==> src/hw/uvp_pkg.sv <==
// Overview of operation
// - Program mode: 25V supply, gate high, data driven.
// - High pulse, 50 ms nominal, 55 ms max.
// - Separate program pulse for every written location.
// - Program pulse is one steady level.
// - Verify at 25V with select and gate low.
// - Supply at 5V outside program and verify.
// - Reference select input held at fixed level.
// - Decode select per device; gate shared read strobe.
// - Identical data: pulse all devices together.
// - Different data: pulse target, hold others low.
package uvp_pkg;
   // Widths of the pin groups
   localparam int ADDR_W = 10;
   localparam int DATA_W = 8;
   localparam int NDEV   = 4;
   localparam int DEV_W  = 2;
   localparam int CNT_W  = 21;
   // Clock and timing figures in their own units
   localparam int CLK_NS       = 50;
   localparam int ACC_NS       = 450;
   localparam int FLOAT_NS     = 100;
   localparam int SETUP_NS     = 2000;
   localparam int VPP_NS       = 2000;
   localparam int PULSE_MS     = 50;
   localparam int PULSE_MAX_MS = 55;
   localparam int NS_PER_MS    = 1000000;
   // Least times round up to whole cycles
   localparam int ACC_CYC   = (ACC_NS + CLK_NS - 1) / CLK_NS;
   localparam int FLOAT_CYC = (FLOAT_NS + CLK_NS - 1) / CLK_NS;
   localparam int SETUP_CYC = (SETUP_NS + CLK_NS - 1) / CLK_NS;
   localparam int VPP_CYC   = (VPP_NS + CLK_NS - 1) / CLK_NS;
   localparam int PULSE_CYC = PULSE_MS * NS_PER_MS / CLK_NS;
   localparam int PULSE_MAX_CYC = PULSE_MAX_MS * NS_PER_MS / CLK_NS;
   // Reference select level for the standard part
   localparam logic REF_LEVEL = 1'b0;
   // Erased contents
   localparam logic [DATA_W-1:0] ERASED = 8'hff;

   typedef enum logic {OP_READ, OP_PROG} uvp_op_t;

   typedef enum logic [3:0] {
      S_IDLE, S_RD_ACC, S_RD_FLOAT, S_PG_VPP, S_PG_SETUP, S_PG_PULSE,
      S_PG_HOLD, S_PV_ACC, S_PV_FLOAT, S_PG_VPPOFF
   } uvp_state_t;

   typedef struct packed {
      uvp_op_t             op;
      logic [NDEV-1:0]     mask;
      logic [ADDR_W-1:0]   addr;
      logic [DATA_W-1:0]   data;
   } uvp_cmd_t;

   typedef struct packed {
      logic [ADDR_W-1:0]   addr;
      logic [NDEV-1:0]     sel;
      logic                gate_n;
      logic                ref_sel;
      logic                vpp_high;
      logic [DATA_W-1:0]   dout;
      logic                doe;
   } uvp_pins_t;

   typedef struct packed {
      uvp_state_t          state;
      logic [CNT_W-1:0]    cnt;
      logic [DEV_W-1:0]    dev;
      logic [NDEV-1:0]     mask;
      logic [DATA_W-1:0]   data;
      logic                ok;
      uvp_pins_t           pins;
      logic                rdy;
      logic                rsp_valid;
      logic [DATA_W-1:0]   rsp_data;
      logic                rsp_ok;
   } uvp_regs_t;
endpackage

==> src/hw/uvp_ctrl.sv <==
`timescale 1ns/1ps
module uvp_ctrl
   import uvp_pkg::*;
#(
   parameter int PULSE_CYC_P = PULSE_CYC
) (
   // Clock and reset
   input  wire logic               core_clk_i,
   input  wire logic               rst_n_i,
   // Command side
   input  wire logic               cmd_valid_i,
   input  wire uvp_cmd_t           cmd_i,
   output logic                    cmd_ready_o,
   // Response side
   output logic                    rsp_valid_o,
   output logic [DATA_W-1:0]       rsp_data_o,
   output logic                    rsp_ok_o,
   // Memory device pins
   output uvp_pins_t               ep_o,
   input  wire logic [DATA_W-1:0]  ep_data_i
);
   uvp_regs_t q;                    // All state
   uvp_regs_t d;                    // Next state
   logic [NDEV-1:0] dev_bit;        // One-hot of device under verify
   logic            take;           // Command accepted this cycle

   assign dev_bit = NDEV'(1) << q.dev;
   assign take    = cmd_valid_i && q.rdy;

   // Next-state logic; one counter times every phase
   always_comb begin
      d = q;
      d.rsp_valid = 1'b0;
      d.pins.ref_sel = REF_LEVEL;
      if (q.cnt != '0) begin
         d.cnt = q.cnt - CNT_W'(1);
      end
      unique case (q.state)
         S_IDLE: begin
            // Idle: all devices deselected, gate high, supply at 5V
            d.pins.sel      = '1;
            d.pins.gate_n   = 1'b1;
            d.pins.vpp_high = 1'b0;
            d.pins.doe      = 1'b0;
            if (take) begin
               d.rdy       = 1'b0;
               d.mask      = cmd_i.mask;
               d.data      = cmd_i.data;
               d.pins.addr = cmd_i.addr;
               if (cmd_i.op == OP_READ) begin
                  // Lowest requested device only, gate as read strobe
                  d.pins.sel    = ~(cmd_i.mask & (~cmd_i.mask + NDEV'(1)));
                  d.pins.gate_n = 1'b0;
                  d.cnt         = CNT_W'(ACC_CYC - 1);
                  d.state       = S_RD_ACC;
               end else begin
                  // Raise supply while every select is held low: inhibit
                  d.pins.sel      = '0;
                  d.pins.vpp_high = 1'b1;
                  d.cnt           = CNT_W'(VPP_CYC - 1);
                  d.state         = S_PG_VPP;
               end
            end
         end
         S_RD_ACC: begin
            // Sample once the full access time has elapsed
            if (q.cnt == '0) begin
               d.rsp_data    = ep_data_i;
               d.rsp_ok      = 1'b1;
               d.pins.sel    = '1;
               d.pins.gate_n = 1'b1;
               d.cnt         = CNT_W'(FLOAT_CYC - 1);
               d.state       = S_RD_FLOAT;
            end
         end
         S_RD_FLOAT: begin
            // Let the device release the bus before the next command
            if (q.cnt == '0) begin
               d.rsp_valid = 1'b1;
               d.rdy       = 1'b1;
               d.state     = S_IDLE;
            end
         end
         S_PG_VPP: begin
            // Gate high, pulse lines low; data driven once the supply has settled
            if (q.cnt == '0) begin
               d.pins.dout = q.data;
               d.pins.doe  = 1'b1;
               d.cnt       = CNT_W'(SETUP_CYC - 1);
               d.state     = S_PG_SETUP;
            end
         end
         S_PG_SETUP: begin
            // Address and data settled: start the single pulse
            if (q.cnt == '0) begin
               d.pins.sel = q.mask;
               d.cnt      = CNT_W'(PULSE_CYC_P - 1);
               d.state    = S_PG_PULSE;
            end
         end
         S_PG_PULSE: begin
            // Steady high level for the whole width, no chopping
            if (q.cnt == '0) begin
               d.pins.sel = '0;
               d.cnt      = CNT_W'(SETUP_CYC - 1);
               d.state    = S_PG_HOLD;
            end
         end
         S_PG_HOLD: begin
            // Data held past the pulse, then released for verify
            if (q.cnt == '0) begin
               d.pins.doe = 1'b0;
               d.dev      = '0;
               d.ok       = 1'b1;
               d.cnt      = CNT_W'(FLOAT_CYC - 1);
               d.state    = S_PV_FLOAT;
            end
         end
         S_PV_FLOAT: begin
            // Bus idle gap, then select the next device to verify
            if (q.cnt == '0) begin
               d.pins.sel    = ~(dev_bit & q.mask);
               d.pins.gate_n = 1'b0;
               d.cnt         = CNT_W'(ACC_CYC - 1);
               d.state       = S_PV_ACC;
            end
         end
         S_PV_ACC: begin
            // A zero in the data must read back as zero
            if (q.cnt == '0) begin
               if (q.mask[q.dev] && ((ep_data_i & ~q.data) != '0)) begin
                  d.ok = 1'b0;
               end
               d.pins.sel    = '0;
               d.pins.gate_n = 1'b1;
               d.cnt         = CNT_W'(FLOAT_CYC - 1);
               if (q.dev == DEV_W'(NDEV - 1)) begin
                  d.pins.vpp_high = 1'b0;
                  d.cnt           = CNT_W'(VPP_CYC - 1);
                  d.state         = S_PG_VPPOFF;
               end else begin
                  d.dev   = q.dev + DEV_W'(1);
                  d.state = S_PV_FLOAT;
               end
            end
         end
         S_PG_VPPOFF: begin
            // Supply back to 5V before selects may go high again
            if (q.cnt == '0) begin
               d.pins.sel  = '1;
               d.rsp_data  = q.data;
               d.rsp_ok    = q.ok;
               d.rsp_valid = 1'b1;
               d.rdy       = 1'b1;
               d.state     = S_IDLE;
            end
         end
         default: begin
            // Unused codes fall back to idle
            d.state = S_IDLE;
         end
      endcase
   end

   // State register, synchronous reset
   always_ff @(posedge core_clk_i) begin
      if (!rst_n_i) begin
         q                 <= '0;
         q.state           <= S_IDLE;
         q.pins.sel        <= '1;
         q.pins.gate_n     <= 1'b1;
         q.pins.ref_sel    <= REF_LEVEL;
         q.rdy             <= 1'b1;
      end else begin
         q <= d;
      end
   end

   assign cmd_ready_o = q.rdy;
   assign rsp_valid_o = q.rsp_valid;
   assign rsp_data_o  = q.rsp_data;
   assign rsp_ok_o    = q.rsp_ok;
   assign ep_o        = q.pins;

   // Helper: a program pulse is on and how long it has lasted
   logic             pulse_on;
   logic [CNT_W-1:0] plen_q;
   assign pulse_on = ep_o.vpp_high && ep_o.gate_n && (ep_o.sel != '0);
   always_ff @(posedge core_clk_i) begin
      if (!rst_n_i) begin
         plen_q <= '0;
      end else if (pulse_on) begin
         plen_q <= plen_q + CNT_W'(1);
      end else begin
         plen_q <= '0;
      end
   end

   // Read answer time seen from the command side, counted from the taking edge
   localparam int RD_LAT = ACC_CYC + FLOAT_CYC + 1;
endmodule

==> config.mk <==
export PLATFORM = sky130hd
export DESIGN_NAME = uvp_ctrl
export DESIGN_NICKNAME = d
export VERILOG_FILES = /design/src/hw/uvp_pkg.sv /design/src/hw/uvp_ctrl.sv
export SDC_FILE = /design/constraint.sdc
export NUM_CORES = 1
export LEC_CHECK = 0
export ABC_AREA = 1
export BUFFER_PORTS_ARGS = -buffer_cell sky130_fd_sc_hd__clkbuf_2
export CAP_MARGIN = 20
export CORE_MARGIN = 1.5
export CORE_UTILIZATION = 45
export DETAILED_ROUTE_END_ITERATION = 12
export PLACE_DENSITY = 0.67
export SYNTH_ARGS = -nofsm -noshare
export SYNTH_HDL_FRONTEND = slang
export SYNTH_SLANG_ARGS = --single-unit
==> constraint.sdc <==
create_clock -name core_clk_i -period 4.5 [get_ports core_clk_i]
set_input_delay 0.9 -clock core_clk_i [delete_from_list [all_inputs] [get_ports core_clk_i]]
set_output_delay 0.9 -clock core_clk_i [all_outputs]
set_load 0.005 [all_outputs]
==> flow_metrics.tcl <==
set metrics [dict create \
    grt_pass1_vias 3996 \
    h-tree-depth 3 \
    rows 36 \
    dpl.hpwl_um 8038 \
    clk_latency_ns 0.35 \
    wirelength_um 11000 \
    fin_ws_ns 2.258 \
    drc_errors 0 \
    yosysTopAreaCellShare_pct 34.08 \
    drive_above_1_share_pct 18.93 \
    worstPathRequired_ns 4.72 \
    avgRoutedWirePerCell_um 13.68 \
    dpl_worst_slack_ns 2.184 \
    ys_seq_elements 76 \
    critPathKind "reg2reg" \
    clk_path_buf_depth 2 \
    maxCapViolCount 0 \
    status "finished clean" \
    power.density_nw_per_um2 666.8 \
    final_cell_count_no_fill 804 \
    cts_tree "yes" \
    ir_drop_mv 0.3252 \
    finalMaxSlewViolations 0 \
    gp_congestion 0.9385 \
    period_share_pct 49.81 \
    drt_iter0_markers 233 \
    finalHoldWorstSlack_ns 0.4812 \
    dieWidth_um 102.6 \
    ys_warn_count 0 \
    ys_types 44 \
    leakage_nw 2.289 \
    slew_headroom_pct 48.14 \
    synth_largest_area_cell "dfxtp_1" \
    antenna_found_initial 0 \
    placedCellCount 788 \
    diodes 0 \
    num_vias 4180 \
    post_cts_buffers 0 \
    grt_max_degree 45 \
    io_buffers 69 \
    cts_made_buffers 9 \
    pin_count 71 \
    path_max_fanout 13 \
    syn_area_per_cell_um2 7.030 \
    start_util_pct 46.10 \
    dieArea_um2 10530 \
    worstPathArrival_ns 2.47 \
    synth.cell_area_um2 4464 \
    core_area_um2 9684 \
    p_total_mw 3.240 \
    path_clk_slew_ns 0.08 \
    cp-start-kind "flop" \
    setup_viol 0 \
    min_path_type "reg2reg" \
    cts.sinks 76 \
    grt_use_total_pct 22.41 \
    via_per_inst 5.199 \
    hold_viol 0 \
    post_cts_resized 0 \
    synthFlopType "dfxtp_1" \
    synth_cells 635 \
    synth_area_leaders "dfxtp_1 34%, nand2_1 9.4%, nor2_1 7.4%" \
    ctsHoldBuffers 0 \
    dr.pass1.iters 5 \
    die_y_um 102.6 \
    cts_root_buf "clkbuf_8" \
    rsz0062_at_grt "false" \
    syn_to_final_growth_pct 8.856 \
    grt_first_pass_wirelength_um 18550 \
    post-route-min-period_ns 2.242 \
    nets 708 \
    fin_setup_tns_ns 0 \
    fin_skew_ns 0.01045 \
    overflow 0 \
    synth-async-reset-ratio_pct 0 \
    ys_seq_area_share_pct 34.08 \
    fmax_mhz 446.1 \
    cp-end-kind "flop" \
    syn_nets 677 \
    drtAntennaViolNets 0 \
    synth_edf_count 0 \
    tightestPinTransition_ns 0.7770 \
]
[final cells by class]
type | count | area [um2]
repair buffers | 70 | 352.8
clock inverters | 4 | 72.57
clock buffers | 12 | 145.1
multi-input cells | 439 | 2338
fillers | 980 | 4825
well taps | 133 | 166.4
flip-flops and latches | 76 | 1521
inverters | 70 | 262.8
[worst paths after layout]
kind	start	to	slack, ns	depth (start not counted)
min	q[43]	rsp_data_o[5]	0.48	2
max reg2reg	q[52]	q[66]	2.26	9
max	q[52]	q[66]	2.26	9
min reg2reg	q[43]	rsp_data_o[5]	0.48	2
[layout by cell type (no fill, tap or decap), types with 3 or more instances in the layout]
| cell type | n |
|---|---|
| nor3_1 | 10 |
| nor2_2 | 3 |
| xor2_1 | 7 |
| a211oi_1 | 12 |
| nor2_1 | 88 |
| clkbuf_8 | 10 |
| nand4_1 | 10 |
| o21ai_0 | 49 |
| nand3b_1 | 5 |
| inv_1 | 62 |
| a21oi_1 | 53 |
| o21ai_1 | 5 |
| nor2_4 | 6 |
| o211ai_1 | 4 |
| clkbuf_2 | 69 |
| ha_1 | 8 |
| nand3_1 | 24 |
| nand3_2 | 6 |
| dfxtp_1 | 76 |
| o22ai_1 | 4 |
| o31ai_1 | 3 |
| inv_2 | 8 |
| nand2_1 | 112 |
| a31oi_1 | 4 |
| nand2_4 | 5 |
[critical path, stage by stage (launching register included)]
cell and delay [ns]:
dfxtp_1 0.32, inv_1 0.14, ha_1 0.21, nand2_1 0.06
nor2_1 0.11, nand3_1 0.43, o21ai_1 0.32, nand3_2 0.15
o21ai_2 0.29, a21oi_1 0.08
[per-layer routing]
metal	GRT usage, %	wire length [um]	vias up	share of wire (%)
li1	-	-	2137	-
met1	29.07	5166	1903	47
met5	0	0	-	0
met3	3.729	476	18	4.3
met4	9.273	210	0	1.9
met2	37.04	5144	122	47
[state kept, by name, summed over array words and instances (netlist names)]
name         count
rsp_valid_o      1
rsp_data_o       8
cmd_ready_o      1
rsp_ok_o         1
ep_o            25
q               40
[cells in the mapped netlist (all sizes together) (2+ instances only)]
cell type and count:
nand4 10, nor2 97, nor4 5, clkbuf 9, nand3b 5, buf 41, nor3b 2, a211oi 13
inv 70, dfxtp 76, a31oi 4, nor3 12, xor2 7, o21ai 55, nand2 119, o31ai 4
o211ai 4, a21oi 54, nand3 31, o22ai 4, ha 8
[report_power, final]
group | switching, mW | leakage [nW] | internal [mW]
Combinational | 1.12 | 1.56 | 0.559
Clock | 0.252 | 0.107 | 0.327
Sequential | 0.133 | 0.622 | 0.844
[cells by family after synthesis]
kind of cell | after synthesis | synth area share (%)
AOI/OAI and AO/OA | 139 | 17.80
xor gates and xnor gates | 8 | 1.570
adders and majority gates | 8 | 2.242
buffers and inverters | 120 | 13.54
DFF | 76 | 34.08
other | 1 | 0.08400
and+or+nand+nor | 283 | 30.69
[per-stage QoR]
| step | cell area [um2] | utilization (%) |
|---|---|---|
| floorplan | 4464 | - |
| global placement | 4642 | 47.93 |
| detailed placement | 4642 | 47.93 |
| CTS | 4860 | 50.18 |
| global route | 4860 | 50.18 |
| finish | 4860 | 50.18 |
Power figures use the tool's default switching activity.
